### src/ffc_pkg.sv
// Package with register map, field layout and reset values for the frame filter control block
// =====================================================================
// What this block does
// - Set-only bits accept written ones only
// - Clear-only bits accept written zeros only
// - Effective-value reads return value actually used
// - Reject when reserved mask ANDs frame bits
// - Reject frame version above configured maximum
// - Coordinator accepts frames without destination address
// - Enable bit applies third-level frame filtering
// - Decision uses config, type filter, address info
// - Filtering off ignores config and accepts all
// - Config byte resets to 0x0d
// - Accept bits per type for types 0-3, one shared bit for types 4-7, zero rejects
// - Frame type top bit altered before filtering
package ffc_pkg;
   // =====================================================================
   // Register byte addresses
   localparam logic [11:0] FILT_CFG_ADDR  = 12'h000;
   localparam logic [11:0] TYPE_CFG_ADDR  = 12'h004;
   localparam logic [11:0] SRC_CFG_ADDR   = 12'h008;
   localparam logic [11:0] CTRL_ADDR      = 12'h00c;
   localparam logic [11:0] STATUS_ADDR    = 12'h010;
   localparam logic [11:0] CAL_ADDR       = 12'h014;
   // =====================================================================
   // Reset values
   localparam logic [7:0]  FILT_CFG_RST   = 8'h0d;
   localparam logic [7:0]  TYPE_CFG_RST   = 8'h78;
   localparam logic [7:0]  SRC_CFG_RST    = 8'h07;
   localparam logic [7:0]  CAL_RST        = 8'h00;
   // =====================================================================
   // Field positions of the filter configuration byte
   localparam int FILT_EN_BIT   = 0;
   localparam int COORD_BIT     = 1;
   localparam int VER_LO        = 2;
   localparam int VER_HI        = 3;
   localparam int RMASK_LO      = 4;
   localparam int RMASK_HI      = 6;
   // Field positions of the type filter byte
   localparam int ALTER_LO      = 1;
   localparam int ALTER_HI      = 2;
   localparam int ACCEPT_LO     = 3;
   // Frame control field positions
   localparam int FCF_TYPE_LO   = 0;
   localparam int FCF_TYPE_HI   = 2;
   localparam int FCF_RSV_LO    = 7;
   localparam int FCF_RSV_HI    = 9;
   localparam int FCF_DAM_LO    = 10;
   localparam int FCF_DAM_HI    = 11;
   localparam int FCF_VER_LO    = 12;
   localparam int FCF_VER_HI    = 13;
   // Control register bit positions
   localparam int CTRL_OVR_BIT  = 0;
   localparam int CTRL_CLR_BIT  = 1;
   // Writable masks: reserved bits are stored as zero
   localparam logic [7:0]  FILT_CFG_WMASK = 8'h7f;
   localparam logic [7:0]  TYPE_CFG_WMASK = 8'hfe;
   localparam logic [7:0]  SRC_CFG_WMASK  = 8'h07;
   // Type top-bit alteration modes
   typedef enum logic [1:0] {
      ALT_KEEP   = 2'b00,
      ALT_INVERT = 2'b01,
      ALT_ZERO   = 2'b10,
      ALT_ONE    = 2'b11
   } ffc_alter_t;
   localparam logic [1:0]  HTRANS_NONSEQ  = 2'b10;
endpackage

### src/ffc_top.sv
// Frame filter control block with AHB-Lite register slave and filter decision
`timescale 1ns/1ps
module ffc_top (
   // Clock and reset
   input  wire logic        hclk,
   input  wire logic        hresetn,
   // AHB-Lite slave
   input  wire logic        hsel,
   input  wire logic [11:0] haddr,
   input  wire logic [1:0]  htrans,
   input  wire logic        hwrite,
   input  wire logic [2:0]  hsize,
   input  wire logic [31:0] hwdata,
   input  wire logic        hready,
   output logic      [31:0] hrdata,
   output logic             hreadyout,
   output logic             hresp,
   // Received frame header
   input  wire logic        frame_valid,
   input  wire logic [15:0] frame_ctrl,
   input  wire logic        dest_addr_match,
   // Automatic calibration source for the effective-value field
   input  wire logic [7:0]  cal_auto_value,
   // Filter decision
   output logic             frame_accept,
   output logic             frame_reject,
   output logic [7:0]       cal_effective
);
   // =====================================================================
   // Registers
   logic [7:0]  frame_filter_config_r;
   logic [7:0]  frame_filter_config_nxt;
   logic [7:0]  frame_type_filter_config_r;
   logic [7:0]  frame_type_filter_config_nxt;
   logic [7:0]  source_match_config_r;
   logic [7:0]  source_match_config_nxt;
   logic [7:0]  cal_override_r;
   logic [7:0]  cal_override_nxt;
   logic        override_en_r;
   logic        override_en_nxt;
   logic [7:0]  cal_effective_nxt;
   logic [7:0]  reject_count_r;
   logic [7:0]  reject_count_nxt;
   logic [7:0]  accept_count_r;
   logic [7:0]  accept_count_nxt;
   logic        wr_pend_r;
   logic [11:0] wr_addr_r;
   // =====================================================================
   // Address phase capture
   logic        ap_valid;
   assign ap_valid  = hsel & hready & (htrans == ffc_pkg::HTRANS_NONSEQ);
   assign hreadyout = 1'b1;
   assign hresp     = 1'b0;

   always_ff @(posedge hclk or negedge hresetn) begin
      if (!hresetn) begin
         wr_pend_r <= 1'b0;
      end else begin
         wr_pend_r <= ap_valid & hwrite;
      end
   end

   always_ff @(posedge hclk or negedge hresetn) begin
      if (!hresetn) begin
         wr_addr_r <= 12'h000;
      end else if (ap_valid) begin
         wr_addr_r <= haddr;
      end
   end
   // =====================================================================
   // Write decode for the pending data phase
   logic wr_filt;
   logic wr_type;
   logic wr_src;
   logic wr_ctrl;
   logic wr_cal;

   always_comb begin
      wr_filt = 1'b0;
      wr_type = 1'b0;
      wr_src  = 1'b0;
      wr_ctrl = 1'b0;
      wr_cal  = 1'b0;

      if (!wr_pend_r) begin
         wr_filt = 1'b0;
      end else if (wr_addr_r == ffc_pkg::FILT_CFG_ADDR) begin
         wr_filt = 1'b1;
      end else if (wr_addr_r == ffc_pkg::TYPE_CFG_ADDR) begin
         wr_type = 1'b1;
      end else if (wr_addr_r == ffc_pkg::SRC_CFG_ADDR) begin
         wr_src = 1'b1;
      end else if (wr_addr_r == ffc_pkg::CTRL_ADDR) begin
         wr_ctrl = 1'b1;
      end else if (wr_addr_r == ffc_pkg::CAL_ADDR) begin
         wr_cal = 1'b1;
      end
   end
   // =====================================================================
   // Configuration next values, reserved bits stored as zero
   always_comb begin
      frame_filter_config_nxt = frame_filter_config_r;
      if (wr_filt) begin
         frame_filter_config_nxt = hwdata[7:0] & ffc_pkg::FILT_CFG_WMASK;
      end
   end

   always_comb begin
      frame_type_filter_config_nxt = frame_type_filter_config_r;
      if (wr_type) begin
         frame_type_filter_config_nxt = hwdata[7:0] & ffc_pkg::TYPE_CFG_WMASK;
      end
   end

   always_comb begin
      source_match_config_nxt = source_match_config_r;
      if (wr_src) begin
         source_match_config_nxt = hwdata[7:0] & ffc_pkg::SRC_CFG_WMASK;
      end
   end

   always_comb begin
      cal_override_nxt = cal_override_r;
      if (wr_cal) begin
         cal_override_nxt = hwdata[7:0];
      end
   end
   // =====================================================================
   // Configuration registers
   always_ff @(posedge hclk or negedge hresetn) begin
      if (!hresetn) begin
         frame_filter_config_r <= ffc_pkg::FILT_CFG_RST;
      end else begin
         frame_filter_config_r <= frame_filter_config_nxt;
      end
   end

   always_ff @(posedge hclk or negedge hresetn) begin
      if (!hresetn) begin
         frame_type_filter_config_r <= ffc_pkg::TYPE_CFG_RST;
      end else begin
         frame_type_filter_config_r <= frame_type_filter_config_nxt;
      end
   end

   always_ff @(posedge hclk or negedge hresetn) begin
      if (!hresetn) begin
         source_match_config_r <= ffc_pkg::SRC_CFG_RST;
      end else begin
         source_match_config_r <= source_match_config_nxt;
      end
   end

   always_ff @(posedge hclk or negedge hresetn) begin
      if (!hresetn) begin
         cal_override_r <= ffc_pkg::CAL_RST;
      end else begin
         cal_override_r <= cal_override_nxt;
      end
   end
   // =====================================================================
   // Control bits: set-only override enable, clear-only counter clear bit
   logic clear_req;
   assign clear_req = wr_ctrl & ~hwdata[ffc_pkg::CTRL_CLR_BIT];

   always_comb begin
      override_en_nxt = override_en_r;
      if (wr_ctrl && hwdata[ffc_pkg::CTRL_OVR_BIT]) begin
         override_en_nxt = 1'b1;
      end
   end

   always_ff @(posedge hclk or negedge hresetn) begin
      if (!hresetn) begin
         override_en_r <= 1'b0;
      end else begin
         override_en_r <= override_en_nxt;
      end
   end
   // =====================================================================
   // Effective value seen by the module
   assign cal_effective_nxt = override_en_r ? cal_override_r : cal_auto_value;

   always_ff @(posedge hclk or negedge hresetn) begin
      if (!hresetn) begin
         cal_effective <= ffc_pkg::CAL_RST;
      end else begin
         cal_effective <= cal_effective_nxt;
      end
   end
   // =====================================================================
   // Filter decision
   logic [2:0] ftype_alt;
   logic       type_ok;
   logic       rsv_ok;
   logic       ver_ok;
   logic       dest_ok;
   logic       pass;

   always_comb begin
      ftype_alt = frame_ctrl[ffc_pkg::FCF_TYPE_HI:ffc_pkg::FCF_TYPE_LO];
      case (ffc_pkg::ffc_alter_t'(frame_type_filter_config_r[ffc_pkg::ALTER_HI:ffc_pkg::ALTER_LO]))
         ffc_pkg::ALT_KEEP:   ftype_alt[2] = frame_ctrl[ffc_pkg::FCF_TYPE_HI];
         ffc_pkg::ALT_INVERT: ftype_alt[2] = ~frame_ctrl[ffc_pkg::FCF_TYPE_HI];
         ffc_pkg::ALT_ZERO:   ftype_alt[2] = 1'b0;
         default:             ftype_alt[2] = 1'b1;
      endcase
      if (ftype_alt[2]) begin
         type_ok = frame_type_filter_config_r[7];
      end else begin
         type_ok = frame_type_filter_config_r[ffc_pkg::ACCEPT_LO + {1'b0, ftype_alt[1:0]}];
      end
      rsv_ok = ~|(frame_filter_config_r[ffc_pkg::RMASK_HI:ffc_pkg::RMASK_LO]
                  & frame_ctrl[ffc_pkg::FCF_RSV_HI:ffc_pkg::FCF_RSV_LO]);
      ver_ok = frame_ctrl[ffc_pkg::FCF_VER_HI:ffc_pkg::FCF_VER_LO]
               <= frame_filter_config_r[ffc_pkg::VER_HI:ffc_pkg::VER_LO];
      if (frame_ctrl[ffc_pkg::FCF_DAM_HI:ffc_pkg::FCF_DAM_LO] == 2'b00) begin
         dest_ok = frame_filter_config_r[ffc_pkg::COORD_BIT];
      end else begin
         dest_ok = dest_addr_match;
      end
      if (frame_filter_config_r[ffc_pkg::FILT_EN_BIT]) begin
         pass = type_ok & rsv_ok & ver_ok & dest_ok;
      end else begin
         pass = 1'b1;
      end
   end

   always_ff @(posedge hclk or negedge hresetn) begin
      if (!hresetn) begin
         frame_accept <= 1'b0;
         frame_reject <= 1'b0;
      end else begin
         frame_accept <= frame_valid & pass;
         frame_reject <= frame_valid & ~pass;
      end
   end
   // =====================================================================
   // Decision counters, cleared by writing zero to the clear-only bit
   always_comb begin
      accept_count_nxt = accept_count_r + {7'h00, frame_accept};
      if (clear_req) begin
         accept_count_nxt = 8'h00;
      end
   end

   always_comb begin
      reject_count_nxt = reject_count_r + {7'h00, frame_reject};
      if (clear_req) begin
         reject_count_nxt = 8'h00;
      end
   end

   always_ff @(posedge hclk or negedge hresetn) begin
      if (!hresetn) begin
         accept_count_r <= 8'h00;
      end else begin
         accept_count_r <= accept_count_nxt;
      end
   end

   always_ff @(posedge hclk or negedge hresetn) begin
      if (!hresetn) begin
         reject_count_r <= 8'h00;
      end else begin
         reject_count_r <= reject_count_nxt;
      end
   end
   // =====================================================================
   // Read data, taken at the address phase from the values of the data phase
   logic        rd_req;
   logic [31:0] rd_word;
   assign rd_req = ap_valid & ~hwrite;

   always_comb begin
      rd_word = 32'h0000_0000;
      if (!rd_req) begin
         rd_word = 32'h0000_0000;
      end else if (haddr == ffc_pkg::FILT_CFG_ADDR) begin
         rd_word[7:0] = frame_filter_config_nxt;
      end else if (haddr == ffc_pkg::TYPE_CFG_ADDR) begin
         rd_word[7:0] = frame_type_filter_config_nxt;
      end else if (haddr == ffc_pkg::SRC_CFG_ADDR) begin
         rd_word[7:0] = source_match_config_nxt;
      end else if (haddr == ffc_pkg::CTRL_ADDR) begin
         rd_word[1:0] = {1'b1, override_en_nxt};
      end else if (haddr == ffc_pkg::STATUS_ADDR) begin
         rd_word[15:0] = {reject_count_nxt, accept_count_nxt};
      end else if (haddr == ffc_pkg::CAL_ADDR) begin
         rd_word[7:0] = cal_effective_nxt;
      end
   end

   always_ff @(posedge hclk or negedge hresetn) begin
      if (!hresetn) begin
         hrdata <= 32'h0000_0000;
      end else begin
         hrdata <= rd_word;
      end
   end
endmodule

### config.mk
export PLATFORM = sky130hd
export DESIGN_NAME = ffc_top
export DESIGN_NICKNAME = d
export VERILOG_FILES = /design/src/ffc_pkg.sv /design/src/ffc_top.sv
export SDC_FILE = /design/constraint.sdc
export NUM_CORES = 1
export LEC_CHECK = 0
export BUFFER_PORTS_ARGS = -buffer_cell sky130_fd_sc_hd__buf_2
export CAP_MARGIN = 20
export CORE_ASPECT_RATIO = 1.2
export CORE_MARGIN = 1
export CORE_UTILIZATION = 40
export CTS_CLUSTER_SIZE = 8
export DETAILED_ROUTE_END_ITERATION = 8
export HOLD_SLACK_MARGIN = 0.03
export PLACE_DENSITY = 0.7
export SYNTH_ARGS = -nofsm -noshare
export SYNTH_HDL_FRONTEND = slang
export SYNTH_SLANG_ARGS = --single-unit
export TNS_END_PERCENT = 20
### constraint.sdc
create_clock -name hclk -period 4.2 [get_ports hclk]
set_input_delay 0.63 -clock hclk [delete_from_list [all_inputs] [get_ports hclk]]
set_output_delay 0.63 -clock hclk [all_outputs]
set_load 0.03 [all_outputs]
==> results of run 1 <==
[sequential cells by signal (all words and copies together), names as in the netlist]
name	flops
wr_pend_r	1
frame_type_filter_config_r	8
frame_accept	1
accept_count_r	8
frame_filter_config_r	8
frame_reject	1
override_en_r	1
cal_effective	8
cal_override_r	8
source_match_config_r	8
wr_addr_r	12
hrdata	16
reject_count_r	8
[critical path: cells and delay by family]
kind | cells | cell delay (ns)
and+or+nand+nor | 5 | 1.96
buffers and inverters | 1 | 0.11
[power by group through the flow]
stage | clock, mW | sequential (mW) | combinational (mW)
floorplan | 0 | 1.07 | 0.275
finish | 0.901 | 1.07 | 0.372
global placement | 0 | 1.07 | 0.361
detailed placement | 0 | 1.08 | 0.376
global route | 0.951 | 1.08 | 0.419
CTS | 0.918 | 1.07 | 0.376
[placed cells by master (no fill, tap or decap), types with 6 or more instances in the layout]
cell / netlist / routed
dfrtp_1: 78 / 78
buf_2: 3 / 71
mux2_2: 39 / 39
nor2_1: 34 / 34
inv_1: 18 / 18
conb_1: 2 / 18
and2_1: 14 / 14
dfstp_2: 10 / 10
nand3_1: 9 / 9
clkbuf_16: 0 / 9
nand2_1: 8 / 8
a21oi_1: 8 / 8
xor2_1: 7 / 7
mux2i_1: 7 / 7
ha_1: 7 / 7
o21ai_0: 6 / 6
[metal layers]
| metal | vias to the layer above | routed length [um] | track usage [%] |
|---|---|---|---|
| li1 | 1350 | - | - |
| met4 | 0 | 203 | 6.67 |
| met5 | - | 0 | 0 |
| met3 | 13 | 528 | 5.18 |
| met2 | 86 | 4310 | 27.8 |
| met1 | 1365 | 3900 | 23.7 |
[how the worst max path moves through the flow]
stage / cells after the start / slack, ns / startpoint / to
2_1_floorplan: 7 / 2.18 / haddr[4] / hrdata[13]$_DFF_PN0_
3_3_place_gp: 6 / 1.43 / haddr[9] / hrdata[13]$_DFF_PN0_
3_5_place_dp: 6 / 1.38 / haddr[9] / hrdata[15]$_DFF_PN0_
4_1_cts: 6 / 1.73 / haddr[9] / hrdata[15]$_DFF_PN0_
5_1_grt: 5 / 1.53 / wr_addr_r[8]$_DFFE_PN0P_ / hrdata[1]$_DFF_PN0_
6_report: 6 / 1.75 / haddr[9] / hrdata[15]$_DFF_PN0_
[cell families (layout without fill, tap and decap cells)]
| group | after synthesis | after routing | synth area share, % |
|---|---|---|---|
| compound gates | 43 | 43 | 7.65 |
| xor+xnor | 12 | 12 | 2.51 |
| fa+ha+maj | 7 | 7 | 2.09 |
| buf+inv | 45 | 107 | 5.83 |
| flops | 88 | 88 | 52.9 |
| mux | 49 | 49 | 13.6 |
| other cells | 2 | 18 | 0.179 |
| simple gates | 107 | 107 | 15.2 |
[final cells by class]
class / count / area (sq um)
multi-input cells: 236 / 1790
fillers: 941 / 5170
repair buffers: 73 / 370
well taps: 126 / 158
clock buffers: 11 / 233
clock inverters: 5 / 105
flip-flops and latches: 88 / 2210
inverters: 18 / 67.6
[per-stage QoR]
| step | std cells | power, mW | hold WS, ns | cell area, sq um |
|---|---|---|---|---|
| floorplan | 369 | 1.34 | 0.334 | 4250 |
| global placement | 541 | 1.44 | 0.460 | 4600 |
| detailed placement | 541 | 1.46 | 0.469 | 4600 |
| CTS | 557 | 2.36 | 0.339 | 4940 |
| global route | 557 | 2.45 | 0.376 | 4940 |
| finish | 557 | 2.34 | 0.315 | 4940 |
==> results.tsv, run 1 <==
stage	metric	value	unit
outcome	status	completed	
floorplanning	rows	40	
finish	fin_nets	513	
sta	finalHoldViolCount	0	
floorplanning	die_w	95.4	um
flow_run	drv_cap	0	
finish	antennaDiodeCount	0	
placed_design	place_ws	1.38	ns
grt	antenna_found_initial	0	
synthesis	yosysMostFrequentCell	dfrtp_1	
floorplanning	die_h	114	um
detailed_routing	drt-pass1-iter-count	4	
clocking	cts_setup_buffers	0	
critical_path	max_stage_delay	0.51	ns
critical_path	path_cells	buf_2 > nor4_1 > nand3_1 > nand3b_1 > or3_1 > nor2_1	
synthesis	syn_inst	353	
critical_path	r2r_cells	5	
sta	tightest_slew	0.975	ns
pwr	p_sw	626	uW
placed_design	detailed_place_hpwl	6690	um
sta	setup_viol	0	
clocking	cts_root_buf	clkbuf_16	
synthesis	yosysTopAreaCellShare	46.6	%
synthesis	yosysSeqAreaShare	52.9	%
worst_hold_path	hp-class	input port to async pin	
critical_path	critPathKind	input port to flop	
detailed_routing	vias	2814	
clocking	h-tree-depth	3	
clocking	clk_pin_slew_worst_paths	0.06	ns
detailed_routing	final_antenna_net_count	0	
critical_path	cp_slowest_cell	or3_1	
placed_design	numPortBuffers	72	
finish	drive_gt1_share	36.4	%
pwr	combinationalPowerShare	15.9	%
pwr	p_leak	2.38	nW
sta	report.final.slew_viol_count	0	
grt	grt_pass1_vias	2794	
pwr	internal_power	1.71	mW
pwr	seqPwrFrac	45.6	%
critical_path	ff2ff_setup_slack	1.78	ns
floorplanning	design.core.area	0.0101	sq mm
sta	fin_skew	0.00474	ns
pwr	ir_worst_vdd	0.170	mV
critical_path	r2r_start	wr_addr_r[8]$_DFFE_PN0P_	
sta	slew-limit-headroom	34.8	%
pwr	p_sw_share	26.8	%
synthesis	synth_seq_cells	88	
floorplanning	ios	124	
floorplanning	die_area	0.0109	sq mm
synthesis	synth.distinct_cells	54	
grt	grt_usage	17.9	%
clocking	insertion_delay	0.34	ns
synthesis	synth-warning-count	0	
sta	period_minus_slack	2.45	ns
critical_path	reg2reg_to	hrdata[1]$_DFF_PN0_	
placed_design	gp_congestion	0.797	
detailed_routing	routed_wl	8950	um
clocking	cts_made_buffers	9	
pwr	p_clk_share	38.5	%
critical_path	arrival	2.71	ns
sta	setup_ws	1.75	ns
sta	tns	0	ns
clocking	post_cts_resized	0	
synthesis	synth-edff-count	0	
clocking	clock-sinks	88	
grt	grt_pass1_wl	14400	um
critical_path	startpoint_type	input port	
sta	finalCritPeriodShare	58.2	%
detailed_routing	drc	0	
synthesis	synth.area.top_cells	dfrtp_1 47%, mux2_2 10%, dfstp_2 6.3%	
grt	grt-ovfl-total	0	
synthesis	syn_area	0.00419	sq mm
pwr	pwr_density_cell	474	mW/mm^2
finish	finish.utilization	48.8	%
synthesis	syn-mean-instance-area	11.9	sq um
clocking	ctsHoldBuffers	0	
clocking	cts_tree	yes	
detailed_routing	viasPerCell	5.05	
synthesis	synth_area_leader_cell	dfrtp_1	
floorplanning	initial_core_util	41.4	%
sta	rsz0062_at_grt	no	
critical_path	cp-end-kind	flop	
detailed_routing	wl_per_cell	16.1	um
critical_path	cp_data_required_time	4.47	ns
synthesis	synth_top_cells_by_count	78 x dfrtp_1, 39 x mux2_2, 34 x nor2_1, 19 x buf_4, 18 x inv_1	
synthesis	async_flop_share	100	%
detailed_routing	drt_iter0_drc	126	
clocking	cts.path.max_buffers	2	
critical_path	worst-path-max-fanout	13	
synthesis	synthFlopType	dfrtp_1	
grt	grt_max_degree	54	
finish	syn_to_final_growth	17.9	%
sta	fmax	409	MHz
No activity file was read; power rests on OpenSTA's default activity.
==> inputs of run 2 (changes only) <==
--- a/config.mk
+++ b/config.mk
@@ -13,7 +13,7 @@
 export CTS_CLUSTER_SIZE = 8
 export DETAILED_ROUTE_END_ITERATION = 8
 export HOLD_SLACK_MARGIN = 0.03
-export PLACE_DENSITY = 0.7
+export PLACE_DENSITY = 0.73
 export SYNTH_ARGS = -nofsm -noshare
 export SYNTH_HDL_FRONTEND = slang
 export SYNTH_SLANG_ARGS = --single-unit
==> constraint.sdc (replaced) <==
create_clock -name hclk -period 2.1 [get_ports hclk]
set_input_delay 0.315 -clock hclk [delete_from_list [all_inputs] [get_ports hclk]]
set_output_delay 0.315 -clock hclk [all_outputs]
set_load 0.03 [all_outputs]
==> results.tsv, run 2 (synthesis results as in run 1) <==
stage	metric	value	unit	change
pwr	p_leak	2.50	nW	+4.9%
grt	antenna_found_initial	0		unchanged
finish	largest_reg_flops	16		unchanged
grt	grt_max_degree	53		-1.9%
detailed_routing	drt_iter0_drc	123		-2.4%
finish	antennaDiodeCount	0		unchanged
sta	slew-limit-headroom	54.8	%	+20 points
clocking	cts.path.max_buffers	2		unchanged
finish	syn_to_final_growth	22.7	%	
grt	top_usage_layer	met2		
grt	grt_use_met2	30.1	%	+2.4 points
critical_path	worst-path-max-fanout	8		-5
sta	finalCritPeriodShare	95.8	%	
grt	grtUsageMet1	23.8	%	+0.062 points
critical_path	cp_slowest_cell	dfrtp_1		
critical_path	startpoint_type	flop		
sta	fmax	497	MHz	
sta	fin_skew	0.00719	ns	+0.00245 ns
pwr	ir_worst_vdd	0.472	mV	+180%
flow_run	drv_cap	0		unchanged
floorplanning	design.core.area	0.0101	sq mm	unchanged
critical_path	startpoint	wr_addr_r[8]$_DFFE_PN0P_		
finish	fillers	929		-1.3%
floorplanning	die_h	114	um	unchanged
critical_path	arrival	2.23	ns	-0.48 ns
critical_path	cp_data_required_time	2.32	ns	-2.15 ns
grt	grt_pass1_vias	2902		+3.9%
floorplanning	die_area	0.0109	sq mm	unchanged
finish	drive_gt1_share	39.6	%	+3.1 points
placed_design	numPortBuffers	72		unchanged
sta	setup_viol	0		unchanged
detailed_routing	drt-pass1-iter-count	4		unchanged
sta	tns	0	ns	unchanged
placed_design	placed_area	0.00475	sq mm	+3.2%
detailed_routing	wl_per_cell	16.0	um	-0.33%
clocking	cts_tree	yes		
critical_path	ff2ff_setup_slack	0.09	ns	-1.69 ns
critical_path	r2r_start	wr_addr_r[8]$_DFFE_PN0P_		
floorplanning	ios	124		unchanged
pwr	pwr_density_cell	946	mW/mm^2	+100%
detailed_routing	final_antenna_net_count	0		unchanged
finish	fin_area	0.00514	sq mm	+4.1%
detailed_routing	routed_wl	9220	um	+3.1%
critical_path	cp-end-kind	flop		
grt	grt_util_met3	4.71	%	-0.46 points
critical_path	cp.depth	5		-1
worst_hold_path	hp-class	input port to flop		
sta	period_minus_slack	2.01	ns	
critical_path	cpLargestDelayFamily	simple AND/OR/NAND/NOR gates		
critical_path	max_stage_delay	0.41	ns	-0.10 ns
floorplanning	initial_core_util	41.4	%	unchanged
finish	mostFrequentLayoutCells	78 x dfrtp_1, 71 x buf_2, 39 x mux2_2		
clocking	clk_pin_slew_worst_paths	0.06	ns	about the same
clocking	cts_setup_buffers	0		unchanged
detailed_routing	vias	2887		+2.6%
outcome	status	completed		
critical_path	path_cells	nor4b_4 > buf_4 > nand4_2 > mux2_2 > o221a_2		
clocking	cts_root_buf	clkbuf_16		
clocking	h-tree-depth	3		unchanged
clocking	cts_made_buffers	9		unchanged
placed_design	place_ws	-0.0238	ns	-1.40 ns
finish	top_register	hrdata		
grt	grt_usage	18.4	%	+0.53 points
floorplanning	die_w	95.4	um	unchanged
placed_design	detailed_place_hpwl	6890	um	+3.0%
pwr	totalPowerFinal	4.86	mW	+110%
critical_path	r2r_cells	5		unchanged
detailed_routing	viasPerCell	5.01		-0.79%
critical_path	crit_buf_inv	1		unchanged
finish	final_common_cell	dfrtp_1		
detailed_routing	drc	0		unchanged
clocking	insertion_delay	0.34	ns	about the same
sta	rsz0062_at_grt	yes		
sta	finalHoldViolCount	0		unchanged
critical_path	critPathKind	flop to flop		
critical_path	critPathCapture	hrdata[3]$_DFF_PN0_		
floorplanning	rows	40		unchanged
grt	grt_pass1_wl	14800	um	+3.0%
sta	setup_ws	0.0876	ns	-1.67 ns
sta	report.final.slew_viol_count	0		unchanged
finish	fin_nets	532		+3.7%
clocking	clock-sinks	88		unchanged
critical_path	reg2reg_to	hrdata[3]$_DFF_PN0_		
grt	grt-ovfl-total	0		unchanged
finish	reg_top3	hrdata (16), wr_addr_r (12)		
placed_design	gp_congestion	0.885		+11%
sta	tightest_slew	0.675	ns	-0.299 ns
finish	finish.utilization	50.8	%	+2.0 points
[run 2: cell count changes in the layout (fill, tap and decap cells not counted), sizes merged]
| cell | previous run | this run |
|---|---|---|
| bufinv | 3 | 4 |
| buf | 73 | 91 |
| dlygate4sd3 | 0 | 1 |
| clkinvlp | 2 | 1 |
[run 2: cell type report]
cell class | instances | area (sq um) | share of cell area, %
flip-flops and latches | 88 | 2210 | 43.1
multi-input cells | 236 | 1800 | 35.0
clock buffers | 11 | 243 | 4.72
repair buffers | 92 | 528 | 10.3
well taps | 126 | 158 | 3.07
clock inverters | 5 | 128 | 2.48
inverters | 18 | 67.6 | 1.32
[run 2: metrics by stage]
stage	instances	hold slack, ns
floorplan	369	0.0194
global placement	559	0.307
detailed placement	559	0.317
CTS	576	0.185
global route	576	0.186
finish	576	0.194
[run 2: repair_timing]
action	4_1_cts	5_1_grt
gates cloned	0	0
setup endpoints to repair	1	2
endpoints found under the hold margin	31	0
gates resized for setup	1	2
hold buffers	1	0
[run 2: worst min path at each step]
stage | from | to | slack, ns | depth (start not counted)
global route | frame_valid | frame_reject$_DFF_PN0_ | 0.19 | 3
finish | frame_valid | frame_reject$_DFF_PN0_ | 0.19 | 3
global placement | hresetn | hrdata[3]$_DFF_PN0_ | 0.31 | 1
CTS | frame_valid | frame_reject$_DFF_PN0_ | 0.19 | 3
floorplan | hresetn | accept_count_r[0]$_DFF_PN0_ | 0.02 | 0
detailed placement | hresetn | hrdata[3]$_DFF_PN0_ | 0.32 | 1
[run 2: where the power goes]
part,switching [mW],internal (mW),total (mW)
clock network,0.632,1.32,1.95
registers,0.193,1.94,2.14
logic,0.434,0.342,0.776
total,1.26,3.60,4.86
[run 2: metal layers]
metal	part of all wire [%]	vias up	routed length, um
met5	0	-	0
met4	1.4	0	132
met3	4.4	11	403
met2	52	73	4750
met1	43	1402	3940
li1	-	1401	-
[run 2: worst min-delay path, stage by stage]
cell	delay (ns)
buf_2	0.10
inv_1	0.04
nor2_1	0.04
==> inputs of run 3 (changes only) <==
--- a/config.mk
+++ b/config.mk
@@ -8,7 +8,7 @@
 export BUFFER_PORTS_ARGS = -buffer_cell sky130_fd_sc_hd__buf_2
 export CAP_MARGIN = 20
 export CORE_ASPECT_RATIO = 1.2
-export CORE_MARGIN = 1
+export CORE_MARGIN = 5
 export CORE_UTILIZATION = 40
 export CTS_CLUSTER_SIZE = 8
 export DETAILED_ROUTE_END_ITERATION = 8
==> results.tsv, run 3 (synthesis results as in run 1) <==
stage	metric	value	unit	change
finish	syn_to_final_growth	21.5	%	
critical_path	r2r_cells	7		+2
outcome	status	completed		
detailed_routing	drt-pass1-iter-count	5		+1
detailed_routing	viasPerCell	5.09		+1.5%
placed_design	detailed_place_hpwl	7280	um	+5.5%
floorplanning	ios	124		unchanged
critical_path	ff2ff_setup_slack	0.09	ns	about the same
flow_run	drv_cap	0		unchanged
pwr	p_leak	2.47	nW	-1.2%
critical_path	cp.depth	7		+2
sta	tightest_slew	0.586	ns	-0.0892 ns
finish	final_common_cell	dfrtp_1		
sta	finalCritPeriodShare	95.6	%	-0.19 points
floorplanning	rows	41		+2.5%
sta	rsz0062_at_grt	yes		
sta	report.final.slew_viol_count	0		unchanged
critical_path	startpoint_type	flop		
critical_path	cp_slowest_cell	dfrtp_1		
detailed_routing	wl_per_cell	16.5	um	+3.2%
clocking	cts.path.max_buffers	2		unchanged
critical_path	cp-end-kind	flop		
grt	grt_usage	15.9	%	-2.5 points
detailed_routing	vias	2940		+1.8%
critical_path	cpLargestDelayFamily	simple AND/OR/NAND/NOR gates		
floorplanning	initial_core_util	40.4	%	-1.0 points
critical_path	reg2reg_to	hrdata[2]$_DFF_PN0_		
clocking	cts_setup_buffers	0		unchanged
floorplanning	die_h	122	um	+7.0%
detailed_routing	drt_iter0_drc	133		+8.1%
sta	fin_skew	0.00734	ns	+0.000152 ns
critical_path	critPathKind	flop to flop		
worst_hold_path	hp-class	input port to flop		
finish	fillers	946		+1.8%
finish	largest_reg_flops	16		unchanged
clocking	cts_root_buf	clkbuf_16		
grt	grt_max_degree	55		+3.8%
critical_path	arrival	2.23	ns	about the same
clocking	clock-sinks	88		unchanged
finish	top_register	hrdata		
grt	antenna_found_initial	0		unchanged
detailed_routing	final_antenna_net_count	0		unchanged
worst_hold_path	min_from	frame_valid		
detailed_routing	drc	0		unchanged
placed_design	numPortBuffers	72		unchanged
floorplanning	die_area	0.0126	sq mm	+16%
clocking	clk_pin_slew_worst_paths	0.06	ns	about the same
sta	period_minus_slack	2.01	ns	-0.00395 ns
sta	slew-limit-headroom	60.8	%	+6.0 points
critical_path	max_stage_delay	0.40	ns	about the same
pwr	totalPowerFinal	4.54	mW	-6.6%
critical_path	path_cells	nor4b_4 > buf_12 > nand4_2 > buf_4 > mux2_2 > and2_1 > o31a_1		
floorplanning	design.core.area	0.0104	sq mm	+2.5%
detailed_routing	routed_wl	9550	um	+3.5%
finish	multi_input_area	0.00179	sq mm	-0.28%
critical_path	r2r_start	wr_addr_r[8]$_DFFE_PN0P_		
critical_path	cp_data_required_time	2.32	ns	about the same
critical_path	worst-path-max-fanout	7		-1
critical_path	startpoint	wr_addr_r[8]$_DFFE_PN0P_		
finish	mostFrequentLayoutCells	78 x dfrtp_1, 71 x buf_2, 39 x mux2_2		
pwr	ir_worst_vdd	0.403	mV	-15%
finish	antennaDiodeCount	0		unchanged
sta	finalHoldViolCount	0		unchanged
finish	reg_top3	hrdata (16), wr_addr_r (12)		
clocking	cts_tree	yes		
critical_path	critPathCapture	hrdata[2]$_DFF_PN0_		
sta	tns	0	ns	unchanged
sta	setup_viol	0		unchanged
finish	instances_no_fill	578		+0.35%
pwr	pwr_density_cell	893	mW/mm^2	-5.6%
critical_path	crit_buf_inv	2		+1
placed_design	gp_congestion	0.866		-2.1%
placed_design	dp_cells	561		+0.36%
finish	fin_nets	531		-0.19%
floorplanning	die_w	103	um	+8.4%
finish	finish.utilization	49.1	%	-1.7 points
finish	drive_gt1_share	39.4	%	-0.13 points
sta	fmax	498	MHz	+0.20%
grt	grt_pass1_wl	15200	um	+2.7%
clocking	h-tree-depth	3		unchanged
finish	seq_area	0.00221	sq mm	unchanged
grt	grt-ovfl-total	0		unchanged
grt	grt_pass1_vias	3000		+3.4%
clocking	cts_made_buffers	9		unchanged
clocking	insertion_delay	0.34	ns	about the same
-- run 3: layout make-up --
cell class,instances,area share [%]
Clock buffer,11,4.97
Tap cell,129,3.17
Timing Repair Buffer,91,10.5
Sequential cell,88,43.5
Inverter,18,1.33
Clock inverter,5,1.23
Multi-Input combinational cell,236,35.3
-- run 3: worst min-delay path by stage --
stage	end	slack, ns	cells after the start
after global placement	hrdata[3]$_DFF_PN0_	0.30	1
after detailed placement	hrdata[3]$_DFF_PN0_	0.30	1
final	frame_reject$_DFF_PN0_	0.19	3
after CTS	frame_reject$_DFF_PN0_	0.18	3
after global routing	frame_reject$_DFF_PN0_	0.19	3
after floorplan	accept_count_r[0]$_DFF_PN0_	0.02	0
-- run 3: metrics by stage --
stage	hold slack [ns]	cell area [sq um]	worst slack (ns)
2_1_floorplan	0.0194	4250	0.131
5_1_grt	0.194	5090	-0.0335
3_3_place_gp	0.295	4750	-0.0383
6_report	0.190	5090	0.0915
4_1_cts	0.178	5080	0.0575
3_5_place_dp	0.303	4750	-0.0862
-- run 3: layer usage --
metal	up-vias	track usage (%)	share of wire (%)
li1	1395	-	-
met1	1456	19.6	40
met2	72	26.1	52
met3	17	3.32	5.0
met4	0	8.02	2.8
met5	-	0	0
-- run 3: tightest hold or removal path, cell delays in order --
cell and delay (ns):
buf_2 0.10, inv_1 0.04, nor2_1 0.03
-- run 3: where the power goes --
| group | switching [mW] | internal, mW | total (mW) |
|---|---|---|---|
| clock | 0.637 | 0.992 | 1.63 |
| sequential | 0.187 | 1.94 | 2.13 |
| combinational | 0.438 | 0.346 | 0.783 |
| total | 1.26 | 3.28 | 4.54 |
-- run 3: timing repair --
item,in CTS,in global routing
endpoints found under the hold margin,29,0
hold buffers,1,0
endpoints found under the setup margin,1,2
gates resized for setup,1,2
